--- src/rtl/bcs_pkg.sv ---
package bcs_pkg;

  // ==========================================================
  // Register map (byte addresses on the AHB-Lite slave)
  localparam logic [7:0]  ADDR_CONFIG   = 8'h00;
  localparam logic [7:0]  ADDR_CONFIG2  = 8'h04;
  localparam logic [7:0]  ADDR_STATUS   = 8'h08;

  // ==========================================================
  // Field positions
  localparam int          RATIO_LSB     = 4;
  localparam int          LATOFF_LSB    = 8;
  localparam int          SIZE_LSB      = 12;
  localparam int          DELAY_LSB     = 0;
  localparam int          GAP_LSB       = 4;
  localparam int          PIPE_BIT      = 8;

  // ==========================================================
  // Reset values and timing counts
  localparam logic [31:0] CONFIG_RST    = 32'h0000_3030;
  localparam logic [31:0] CONFIG2_RST   = 32'h0000_0000;
  localparam logic [6:0]  LAT_BASE      = 7'h05;
  localparam logic [3:0]  RATIO_MIN     = 4'h2;
  localparam logic [6:0]  SYNC_LAT      = 7'h03;
  localparam logic [2:0]  SYS_BEATS     = 3'h4;

  // ==========================================================
  // Address split
  localparam int          IDX_W         = 18;
  localparam int          TAG_W         = 14;
  localparam int          ADDR_W        = 29;
  localparam int          LINE_W        = 256;

  typedef enum logic [2:0] {
    OP_READ, OP_WPROBE, OP_SPROBE, OP_WDIRTY, OP_WCLEAN, OP_INVAL, OP_BYTEWR
  } bcs_op_t;

  typedef enum logic [1:0] {SYS_FILL, SYS_VICTIM, SYS_MOVE} bcs_sys_op_t;

  typedef struct packed {
    bcs_op_t             op;
    logic [ADDR_W-1:0]   addr;
    logic [LINE_W-1:0]   wdata;
    logic [31:0]         bmask;
  } bcs_req_t;

  typedef struct packed {
    bcs_sys_op_t         op;
    logic [ADDR_W-1:0]   addr;
    logic                tag_wr;
    logic                dirty;
  } bcs_sys_req_t;

  typedef struct packed {
    logic [LINE_W-1:0]   rdata;
    logic                hit;
    logic                dirty;
  } bcs_rsp_t;

  typedef struct packed {
    logic [IDX_W-1:0]    index;
    logic                adsc_n;
    logic                adv_n;
    logic                tag_oe_n;
    logic                data_oe_n;
    logic [3:0]          we_n;
    logic                tag_we_n;
    logic                clk;
  } bcs_sram_ctl_t;

endpackage : bcs_pkg

--- src/rtl/bcs_cache_ctrl.sv ---
// Decided for this implementation: register access over AHB-Lite and the register offsets.
`timescale 1ns/10ps
`default_nettype none

// Contract
// - One shared 128-bit bidirectional data path for private and system transfers.
// - All SRAM controls except output enables are registered, sampled on SRAM clock.
// - Each access presents index, pulses address strobe, and edges SRAM clock.
// - SRAM clock rises the configured delay in CPU cycles after index launch.
// - Tag and data stores get separate asynchronous output enables.
// - A programmable gap separates a read from a following write; the OP_BYTEWR write phase follows its read after one ST_MERGE cycle instead.
// - Writes use early-write on the controller strobe; late-write never used.
// - Four active-low longword write enables, one per 32-bit lane.
// - Byte or word writes become read-modify-write sequences.
// - Tag write enable on fills, tag-writing moves, invalidates and clean-hit private writes.
// - Pipelined SRAMs return read data one SRAM clock later.
// - Private ownership uses the private ratio clock; system uses system clock.
// - Fill writes tag and data; victim reads data; move may write tag.
// - Private op table: which stores each private transaction reads or writes.
// - Latency is five plus offset bits 11:8; ratio from bits 7:4.
// - Private accesses may start on any CPU clock.
// - A read looks up tag with a speculative 32-byte, two-beat data read.
// - Strobe spans first private cycle; advance spans the second.
// - Output enables from cycle one; tag ends at latency, data latency plus ratio (one more ratio with pipelined SRAMs).
// - SRAM clock high 3 cycles above ratio 5, 2 for 3..5, 1 for 2.
// - Unused index lines driven low; only relevant tag bits compared.
// - Cache size field bits 13:12 selects half to four megabytes.
module bcs_cache_ctrl
  import bcs_pkg::*;
(
  input  wire logic                  clk_sys,        // CPU clock
  input  wire logic                  rst_n,          // Async reset
  input  wire logic                  clk_en,         // Freezes all state when low
  input  wire logic                  hsel,           // AHB select
  input  wire logic [31:0]           haddr,          // AHB address
  input  wire logic [1:0]            htrans,         // AHB transfer type
  input  wire logic                  hwrite,         // AHB write
  input  wire logic [2:0]            hsize,          // AHB size
  input  wire logic [31:0]           hwdata,         // AHB write data
  input  wire logic                  hready,         // AHB bus ready
  output logic                       hreadyout,      // AHB slave ready
  output logic [31:0]                hrdata,         // AHB read data
  output logic                       hresp,          // AHB response
  input  wire logic                  req_valid,      // Private request
  output logic                       req_ready,      // Private request taken
  input  wire bcs_pkg::bcs_req_t     req,            // Private request body
  output logic                       rsp_valid,      // Private answer pulse
  output bcs_pkg::bcs_rsp_t          rsp,            // Private answer body
  input  wire logic                  sys_req_valid,  // System transfer request
  output logic                       sys_req_ready,  // System request taken
  input  wire bcs_pkg::bcs_sys_req_t sys_req,        // System request body
  output logic                       sys_done,       // System transfer end pulse
  input  wire logic                  sys_own_pin,    // System owns cache
  input  wire logic                  sysclk_pin,     // System clock
  input  wire logic                  dack_pin,       // System data acknowledge
  output bcs_pkg::bcs_sram_ctl_t     sram_ctl,       // SRAM control pins
  output logic [15:0]                tag_out,        // Tag bus out {tag,valid,dirty}
  output logic                       tag_drv,        // Tag bus drive enable
  input  wire logic [15:0]           tag_in,         // Tag bus in
  output logic [127:0]               data_out,       // Data bus out
  output logic                       data_drv,       // Data bus drive enable
  input  wire logic [127:0]          data_in         // Data bus in
);
  import bcs_pkg::*;

  // ==========================================================
  // Helpers
  function automatic logic [6:0] pulse_width(input logic [3:0] r);
    if (r > 4'h5) pulse_width = 7'h03;
    else if (r > 4'h2) pulse_width = 7'h02;
    else pulse_width = 7'h01;
  endfunction : pulse_width

  function automatic logic [TAG_W-1:0] tag_mask(input logic [1:0] s);
    tag_mask = {TAG_W{1'b1}} << s;
  endfunction : tag_mask

  function automatic logic [IDX_W-1:0] index_of(input logic [ADDR_W-1:0] a, input logic [1:0] s);
    logic [IDX_W-1:0] m;
    m = {IDX_W{1'b1}} >> (2'h3 - s);
    index_of = a[IDX_W-1:0] & m;
  endfunction : index_of

  // ==========================================================
  // Registers and AHB-Lite slave
  logic [31:0] cfg;
  logic [31:0] cfg2;
  logic        ap_wr;
  logic        ap_sel;
  logic [7:0]  ap_addr;
  logic        last_hit;
  logic        last_dirty;

  typedef enum {ST_IDLE, ST_GAP, ST_PRIV, ST_MERGE, ST_SYS} bcs_state_t;
  bcs_state_t  state;

  assign hreadyout = 1'b1;
  assign hresp     = 1'b0;

  always_ff @(posedge clk_sys or negedge rst_n) begin
    if (!rst_n) begin
      ap_wr   <= 1'b0;
      ap_sel  <= 1'b0;
      ap_addr <= 8'h00;
      hrdata  <= 32'h0000_0000;
    end else if (clk_en && hready) begin
      ap_sel  <= hsel && htrans[1];
      ap_wr   <= hsel && htrans[1] && hwrite;
      ap_addr <= haddr[7:0];
      hrdata  <= 32'h0000_0000;
      if (hsel && htrans[1] && !hwrite) begin
        case (haddr[7:0])
          ADDR_CONFIG:  hrdata <= cfg;
          ADDR_CONFIG2: hrdata <= cfg2;
          ADDR_STATUS:  hrdata <= {27'h0, sram_ctl.clk, last_dirty, last_hit, state == ST_SYS, state != ST_IDLE};
          default:      hrdata <= 32'h0000_0000;
        endcase
      end
    end
  end

  always_ff @(posedge clk_sys or negedge rst_n) begin
    if (!rst_n) begin
      cfg  <= CONFIG_RST;
      cfg2 <= CONFIG2_RST;
    end else if (clk_en && ap_sel && ap_wr) begin
      if (ap_addr == ADDR_CONFIG) cfg <= hwdata;
      if (ap_addr == ADDR_CONFIG2) cfg2 <= hwdata;
    end
  end

  // Ratio below two is not serviceable; clamp it
  logic [3:0] ratio;
  logic [6:0] r7;
  logic [6:0] lat;
  logic [6:0] dly;
  logic [6:0] gap;
  logic [6:0] pw;
  logic [6:0] pl;
  logic [1:0] csize;
  assign ratio = (cfg[RATIO_LSB+:4] < RATIO_MIN) ? RATIO_MIN : cfg[RATIO_LSB+:4];
  assign r7    = {3'h0, ratio};
  assign lat   = LAT_BASE + {3'h0, cfg[LATOFF_LSB+:4]};
  assign dly   = {5'h00, cfg2[DELAY_LSB+:2]};
  assign gap   = {4'h0, cfg2[GAP_LSB+:3]} + 7'h01;
  assign pw    = pulse_width(ratio);
  assign pl    = cfg2[PIPE_BIT] ? r7 : 7'h00;
  assign csize = cfg[SIZE_LSB+:2];

  // ==========================================================
  // Pin synchronisers
  logic [2:0]   own_s;
  logic [2:0]   sck_s;
  logic [2:0]   ack_s;
  logic [15:0]  tag_s1;
  logic [15:0]  tag_s2;
  logic [127:0] dat_s1;
  logic [127:0] dat_s2;

  always_ff @(posedge clk_sys or negedge rst_n) begin
    if (!rst_n) begin
      own_s  <= 3'h0;
      sck_s  <= 3'h0;
      ack_s  <= 3'h0;
      tag_s1 <= 16'h0000;
      tag_s2 <= 16'h0000;
      dat_s1 <= '0;
      dat_s2 <= '0;
    end else if (clk_en) begin
      own_s  <= {own_s[1:0], sys_own_pin};
      sck_s  <= {sck_s[1:0], sysclk_pin};
      ack_s  <= {ack_s[1:0], dack_pin};
      tag_s1 <= tag_in;
      tag_s2 <= tag_s1;
      dat_s1 <= data_in;
      dat_s2 <= dat_s1;
    end
  end

  logic sys_owns;
  logic sck_rise;
  logic ack_rise;
  assign sys_owns = own_s[1];
  assign sck_rise = sck_s[1] && !sck_s[2];
  assign ack_rise = ack_s[1] && !ack_s[2];

  // ==========================================================
  // Sequencer
  bcs_req_t     cur;
  bcs_sys_req_t scur;
  logic         rmw_rd;
  logic [6:0]   cyc;
  logic [2:0]   beats;
  logic         last_rd;
  logic [LINE_W-1:0] line;
  logic         hit_now;
  logic         is_wr_op;

  logic rd_data, rd_tag, wr_data, wr_tag;
  always_comb begin
    rd_data = (cur.op == OP_READ) || (cur.op == OP_BYTEWR && rmw_rd);
    rd_tag  = rd_data || cur.op == OP_WPROBE || cur.op == OP_SPROBE;
    wr_data = cur.op == OP_WDIRTY || cur.op == OP_WCLEAN
              || (cur.op == OP_BYTEWR && !rmw_rd);
    wr_tag  = cur.op == OP_WCLEAN || cur.op == OP_INVAL
              || (cur.op == OP_BYTEWR && !rmw_rd && !last_dirty);
  end

  logic [6:0] cap_tag, cap_b0, cap_b1, last_cyc;
  assign cap_tag  = lat - 7'h01 + SYNC_LAT;
  assign cap_b0   = lat - 7'h01 + pl + SYNC_LAT;
  assign cap_b1   = cap_b0 + r7;
  assign last_cyc = rd_data ? cap_b1 : (rd_tag ? cap_tag : r7 + r7);
  assign hit_now  = tag_s2[1] && (((tag_s2[15:2] ^ cur.addr[ADDR_W-1:ADDR_W-TAG_W])
                    & tag_mask(csize)) == '0);
  assign is_wr_op = req.op == OP_WDIRTY || req.op == OP_WCLEAN || req.op == OP_INVAL;

  logic launch_ok;
  // Private work waits while the system owns the cache
  assign launch_ok     = state == ST_IDLE && !sys_owns;
  // Taken even when a gap must follow, so a held request is never run twice
  assign req_ready     = launch_ok && req_valid;
  assign sys_req_ready = state == ST_IDLE && sys_owns && sck_rise;

  always_ff @(posedge clk_sys or negedge rst_n) begin
    if (!rst_n) begin
      state <= ST_IDLE;
      cyc   <= 7'h00;
      beats <= 3'h0;
    end else if (clk_en) begin
      case (state)
        ST_IDLE: begin
          cyc   <= 7'h00;
          beats <= 3'h0;
          if (sys_req_ready && sys_req_valid) state <= ST_SYS;
          else if (req_ready) state <= (is_wr_op && last_rd) ? ST_GAP : ST_PRIV;
        end
        ST_GAP: begin
          cyc <= cyc + 7'h01;
          if (cyc + 7'h01 >= gap) begin
            state <= ST_PRIV;
            cyc   <= 7'h00;
          end
        end
        ST_PRIV: begin
          cyc <= cyc + 7'h01;
          if (cyc == last_cyc) begin
            cyc <= 7'h00;
            if (cur.op == OP_BYTEWR && rmw_rd) state <= last_hit ? ST_MERGE : ST_IDLE;
            else state <= ST_IDLE;
          end
        end
        ST_MERGE: state <= ST_PRIV;
        ST_SYS: begin
          if (ack_rise) beats <= beats + 3'h1;
          if (ack_rise && beats == SYS_BEATS - 3'h1) state <= ST_IDLE;
        end
        default: state <= ST_IDLE;
      endcase
    end
  end

  // Request capture, RMW merge and read-to-write memory
  always_ff @(posedge clk_sys or negedge rst_n) begin
    if (!rst_n) begin
      cur     <= '0;
      scur    <= '0;
      rmw_rd  <= 1'b0;
      last_rd <= 1'b0;
      line    <= '0;
    end else if (clk_en) begin
      if (state == ST_IDLE && req_valid && launch_ok && !(sys_req_ready && sys_req_valid)) begin
        cur    <= req;
        rmw_rd <= req.op == OP_BYTEWR;
      end
      if (sys_req_ready && sys_req_valid) scur <= sys_req;
      if (state == ST_PRIV && cyc == 7'h00) last_rd <= rd_data || rd_tag;
      if (state == ST_GAP) last_rd <= 1'b0;
      if (state == ST_PRIV && rd_data && cyc == cap_b0) line[127:0] <= dat_s2;
      if (state == ST_PRIV && rd_data && cyc == cap_b1) line[255:128] <= dat_s2;
      if (state == ST_MERGE) begin
        for (int b = 0; b < 32; b++)
          if (cur.bmask[b]) line[8*b+:8] <= cur.wdata[8*b+:8];
        rmw_rd <= 1'b0;
      end
    end
  end

  // Status and answer
  always_ff @(posedge clk_sys or negedge rst_n) begin
    if (!rst_n) begin
      last_hit   <= 1'b0;
      last_dirty <= 1'b0;
      rsp_valid  <= 1'b0;
      rsp        <= '0;
      sys_done   <= 1'b0;
    end else if (clk_en) begin
      rsp_valid <= 1'b0;
      sys_done  <= state == ST_SYS && ack_rise && beats == SYS_BEATS - 3'h1;
      if (state == ST_PRIV && rd_tag && cyc == cap_tag) begin
        last_hit   <= hit_now;
        last_dirty <= tag_s2[0];
      end
      if (state == ST_PRIV && cyc == last_cyc && !(cur.op == OP_BYTEWR && rmw_rd && last_hit)) begin
        // Tag bus is released after the tag sample; use the captured result
        rsp_valid <= 1'b1;
        rsp.hit   <= (rd_tag && cyc == cap_tag) ? hit_now : last_hit;
        rsp.dirty <= (rd_tag && cyc == cap_tag) ? tag_s2[0] : last_dirty;
        rsp.rdata <= rd_data ? {dat_s2, line[127:0]} : line;
      end
    end
  end

  // ==========================================================
  // SRAM pin decode; registered so the SRAMs see clean edges
  bcs_sram_ctl_t next_ctl;
  logic [15:0]   next_tag;
  logic          next_tdrv;
  logic [127:0]  next_dat;
  logic          next_ddrv;
  logic          dbeat;

  always_comb begin
    next_ctl          = '{index: '0, adsc_n: 1'b1, adv_n: 1'b1, tag_oe_n: 1'b1,
                          data_oe_n: 1'b1, we_n: 4'hF, tag_we_n: 1'b1, clk: 1'b0};
    next_tag          = 16'h0000;
    next_tdrv         = 1'b0;
    next_dat          = 128'h0;
    next_ddrv         = 1'b0;
    dbeat             = cyc >= r7;
    if (state == ST_PRIV) begin
      next_ctl.index  = index_of(cur.addr, csize);
      next_ctl.adsc_n = !(cyc < r7);
      next_ctl.adv_n  = !((rd_data || wr_data) && dbeat && cyc < r7 + r7);
      next_ctl.tag_oe_n  = !(rd_tag && cyc >= 7'h01 && cyc < lat);
      next_ctl.data_oe_n = !(rd_data && cyc >= 7'h01 && cyc < lat + r7 + pl);
      next_ctl.clk    = (cyc >= dly && cyc < dly + pw)
                        || ((rd_data || wr_data) && cyc >= dly + r7 && cyc < dly + r7 + pw);
      if (wr_data && cyc < r7 + r7) begin
        next_ctl.we_n = 4'h0;
        next_ddrv     = 1'b1;
        next_dat      = dbeat ? line[255:128] : line[127:0];
        if (cur.op != OP_BYTEWR) next_dat = dbeat ? cur.wdata[255:128] : cur.wdata[127:0];
      end
      if (wr_tag && cyc < r7) begin
        next_ctl.tag_we_n = 1'b0;
        next_tdrv = 1'b1;
        next_tag  = {cur.addr[ADDR_W-1:ADDR_W-TAG_W] & tag_mask(csize), cur.op != OP_INVAL, cur.op != OP_INVAL};
      end
    end else if (state == ST_SYS) begin
      next_ctl.index  = index_of(scur.addr, csize);
      next_ctl.adsc_n = beats != 3'h0;
      next_ctl.adv_n  = beats == 3'h0;
      next_ctl.clk    = sck_s[1];
      if (scur.op == SYS_FILL) begin
        next_ctl.we_n     = 4'h0;
        next_ctl.tag_we_n = 1'b0;
        next_tdrv = 1'b1;
        next_tag  = {scur.addr[ADDR_W-1:ADDR_W-TAG_W] & tag_mask(csize), 1'b1, scur.dirty};
      end else begin
        next_ctl.data_oe_n = 1'b0;
        if (scur.op == SYS_MOVE && scur.tag_wr) begin
          next_ctl.tag_we_n = 1'b0;
          next_tdrv = 1'b1;
          next_tag  = {scur.addr[ADDR_W-1:ADDR_W-TAG_W] & tag_mask(csize), 1'b1, scur.dirty};
        end
      end
    end
  end

  always_ff @(posedge clk_sys or negedge rst_n) begin
    if (!rst_n) begin
      sram_ctl <= '{index: '0, adsc_n: 1'b1, adv_n: 1'b1, tag_oe_n: 1'b1,
                    data_oe_n: 1'b1, we_n: 4'hF, tag_we_n: 1'b1, clk: 1'b0};
      tag_out  <= 16'h0000;
      tag_drv  <= 1'b0;
      data_out <= 128'h0;
      data_drv <= 1'b0;
    end else if (clk_en) begin
      sram_ctl <= next_ctl;
      tag_out  <= next_tag;
      tag_drv  <= next_tdrv;
      data_out <= next_dat;
      data_drv <= next_ddrv;
    end
  end

endmodule : bcs_cache_ctrl

`default_nettype wire

--- config.mk ---
export PLATFORM = sky130hd
export DESIGN_NAME = bcs_cache_ctrl
export DESIGN_NICKNAME = d
export VERILOG_FILES = /design/src/rtl/bcs_pkg.sv /design/src/rtl/bcs_cache_ctrl.sv
export SDC_FILE = /design/constraint.sdc
export NUM_CORES = 2
export LEC_CHECK = 0
export BUFFER_PORTS_ARGS = -buffer_cell sky130_fd_sc_hd__buf_2
export CAP_MARGIN = 20
export CORE_AREA = 2 2 413 415
export DETAILED_ROUTE_END_ITERATION = 16
export DIE_AREA = 0 0 415 417
export REMOVE_ABC_BUFFERS = 1
export SYNTH_ARGS = -nofsm -noshare
export SYNTH_HDL_FRONTEND = slang
export SYNTH_SLANG_ARGS = --single-unit
--- constraint.sdc ---
create_clock -name clk_sys -period 6.06 [get_ports clk_sys]
set_clock_uncertainty 0.2 [all_clocks]
set_input_delay 1.212 -clock clk_sys [delete_from_list [all_inputs] [get_ports clk_sys]]
set_output_delay 1.212 -clock clk_sys [all_outputs]
set_load 0.05 [all_outputs]
==> results.toml <==
[status]
status = "complete, no violations"

[die]
die_w_um = 415
fp.coreArea_um2 = 168500
rows = 151
die-area_um2 = 173100
initial_core_util_pct = 37.54
num_io_pins = 1047
die_h_um = 417

[cts]
post_cts_buffers = 0
ctsLongestPathBuffers = 3
path_clk_slew_ns = 0.06
clock_latency_ns = 0.82
cts_tree = "done"
root_buffer = "clkbuf_16"
numClockSinks = 1459
htree_num_levels = 4
cts_buffers = 159

[yosys]
avgSynthCellArea_um2 = 13.05
ys_types = 73
synthArstFlopShare_pct = 100.0
yosys_most_used_dff = "dfrtp_1"
syn_area_um2 = 63260
synthTopCellsByCount = "dfrtp_1 (1449), mux2_2 (773), a21oi_1 (311), clkbuf_1 (257), o22ai_1 (257)"
synth_cells = 4848
ys_seq_area_share_pct = 57.74
yosysMostFrequentCell = "dfrtp_1"
yosysWarnings = 0
yosysTopAreaCell = "dfrtp_1"
synth_edf_count = 0
synth-seq-cells = 1459
synth_top_cell_area_share_pct = 57.32
netlist_top_cells_area = "dfrtp_1 (57%), mux2_2 (14%), mux4_2 (4.6%), mux2_1 (3.7%), o22ai_1 (2.5%)"

[critical_path]
crit_start = "cfg[8]"
max_stage_delay_ns = 0.47
cp_data_required_time_ns = 6.55
critPathTopFamily = "adder cells"
crit_fanout = 32
rr_startpoint = "cfg[8]"
crit_path_end_kind = "flip-flop"
start_kind = "flip-flop"
path_cells = "inv_2 > ha_1 > nor2b_1 > o21ai_0 > o21ai_0 > xnor2_1 > ha_1 > ha_1 > xnor2_1 > ha_1 > a21oi_2 > nand2_1 > a21oi_1 > o32ai_1 > or2_2 > a221o_1 > nor3_4 > buf_12 > buf_12 > mux2_2"
path_class = "flip-flop to flip-flop"
arrival_ns = 6.21
crit_buf_inv = 3
crit_path_frequent_cell = "ha_1"
cpMaxStageDelayCell = "dfrtp_1"
cp.depth = 20
reg2regPathDepth = 20

[sta]
setup_viol_count_final = 0
finalMaxSlewViolations = 0
max_freq_mhz = 174.9
worst_slew_pin_slew_ns = 1.131
fin_crit_sh_pct = 94.37
min_period_ns = 5.719
finalHoldViolations = 0
worst_hold_slack_ns = 0.2715
rsz0062_at_grt = "no"
slew_headroom_pct = 24.63

[power_and_ir_drop]
peakVddDrop_v = 0.0003825
seqPwrFrac_pct = 39.5
p_sw_share_pct = 39.02
p_per_area_nw_per_um2 = 505.8
leakagePower_uw = 0.03669
p_clk_share_pct = 25.7
p_comb_share_pct = 34.8
p_int_uw = 23680
power.switching_uw = 15150

[detailed_routing]
maxUsedRoutingLayer = "met5"
drt_first_pass_iters = 6
drt_iter0_markers = 3276
routed_wl_um = 213000
wl_met2_um = 103200
drc = 0
postRouteAntennaNets = 0
met1_length_um = 82290
met3_wirelength_um = 14380
wl_per_cell_um = 25.83
vias = 45216
vias_per_cell = 5.485

[layout]
fillers = 15538
final_nets = 6493
synthToLayoutAreaGrowth_pct = 21.38
final_area_um2 = 76780
drive_gt1_share_pct = 39.12

[global_routing]
grt_first_pass_wirelength_um = 311300
track_usage_pct = 24.16
grt_max_degree = 143
antenna_found_initial = 127
overflow = 0
first_global_vias = 45854

[placement]
gp_congestion = 0.8662
io_buffer_count = 1016
place_area_um2 = 71280
post-dp-hpwl_um = 144400

[min_path]
holdPathStages = 2
hold_start = "hrdata[30]"
hold_path_class = "flip-flop to flip-flop"

[job]
maxCapViolCount = 0
==> power by group through the flow <==
stage	sequential, µW	combinational, µW	clock (µW)
finish	15300	13500	9980
global placement	15300	13400	0
CTS	15300	13600	10200
floorplan	18400	6390	0
global route	15700	14400	10600
detailed placement	15400	13600	0
==> stage by stage <==
stage	worst slack, ns	power [µW]	cells	TNS (ns)	utilization [%]
global placement	0.3577	28670	7897	0	42.29
detailed placement	0.3955	29010	7897	0	42.29
floorplan	-15.47	24840	4531	-7858.39	-
CTS	0.3283	39120	8184	0	45.47
global route	0.02758	40730	8235	0	45.55
finish	0.3411	38840	8243	0	45.56
==> path summary, 6_finish.rpt <==
kind | to | slack (ns)
max in group asynchronous | dat_s2[100] | 4.03
min reg2reg | hrdata[30] | 0.27
max | rsp[27] | 0.34
min | hrdata[30] | 0.27
min in group asynchronous | cur[317] | 0.31
max reg2reg | rsp[27] | 0.34
==> layer usage <==
metal | vias up | GRT usage [%]
met5 | - | 0
met2 | 1622 | 39.24
met1 | 23314 | 29.02
met3 | 546 | 6.262
li1 | 19648 | -
met4 | 86 | 14.23
==> cell families after synthesis <==
| group | count (synthesis) | synth area share [%] |
|---|---|---|
| xor gates and xnor gates | 54 | 0.7714 |
| AOI/OAI and AO/OA | 1015 | 9.933 |
| adders and majority gates | 76 | 1.610 |
| muxes | 1146 | 22.61 |
| DFF | 1459 | 57.74 |
| buffers and inverters | 498 | 3.208 |
| and+or+nand+nor | 598 | 4.120 |
| other | 2 | 0.01187 |
==> tightest hold or removal path, delay by kind of cell (launching register included) <==
| kind | cells | cell delay (ns) |
|---|---|---|
| AO/OA/AOI/OAI | 1 | 0.06 |
| flip-flops | 1 | 0.33 |
| AND/OR/NAND/NOR | 1 | 0.04 |
==> cells in the final DEF, fill, tap and decap left out, types with 35 or more instances in the layout <==
| cell type | count |
|---|---|
| dfrtp_1 | 1449 |
| nor2_1 | 206 |
| buf_2 | 1014 |
| clkbuf_16 | 160 |
| o21ai_0 | 194 |
| a22o_1 | 135 |
| xnor2_1 | 43 |
| mux2i_1 | 36 |
| nand2_1 | 252 |
| buf_4 | 98 |
| diode_2 | 59 |
| mux4_2 | 128 |
| a21oi_1 | 309 |
| mux2_2 | 773 |
| buf_12 | 35 |
| o22ai_1 | 257 |
| clkbuf_1 | 36 |
| mux2_1 | 209 |
| ha_1 | 67 |
| inv_1 | 177 |
==> state kept, by name, indices dropped and copies added, names as in the netlist, 33 cells and up <==
name,flops
cur,320
dat_s1,128
dat_s2,128
data_out,128
line,256
rsp,258
scur,33
==> layout make-up <==
type	count	area, µm²	share of cell area [%]
flip-flops and latches	1459	36520	47.57
multi-input cells	2892	24770	32.26
repair buffers	1148	6526	8.500
clock buffers	229	4593	5.982
well taps	2218	2775	3.614
clock inverters	58	762.0	0.9924
inverters	180	683.2	0.8897
diodes	59	147.6	0.1923
==> repair_timing <==
action | CTS | global route
endpoints found under the setup margin | 0 | 164
hold buffers | 0 | 0
gates resized for setup | 0 | 1
No activity file was read; power rests on OpenSTA's default activity.
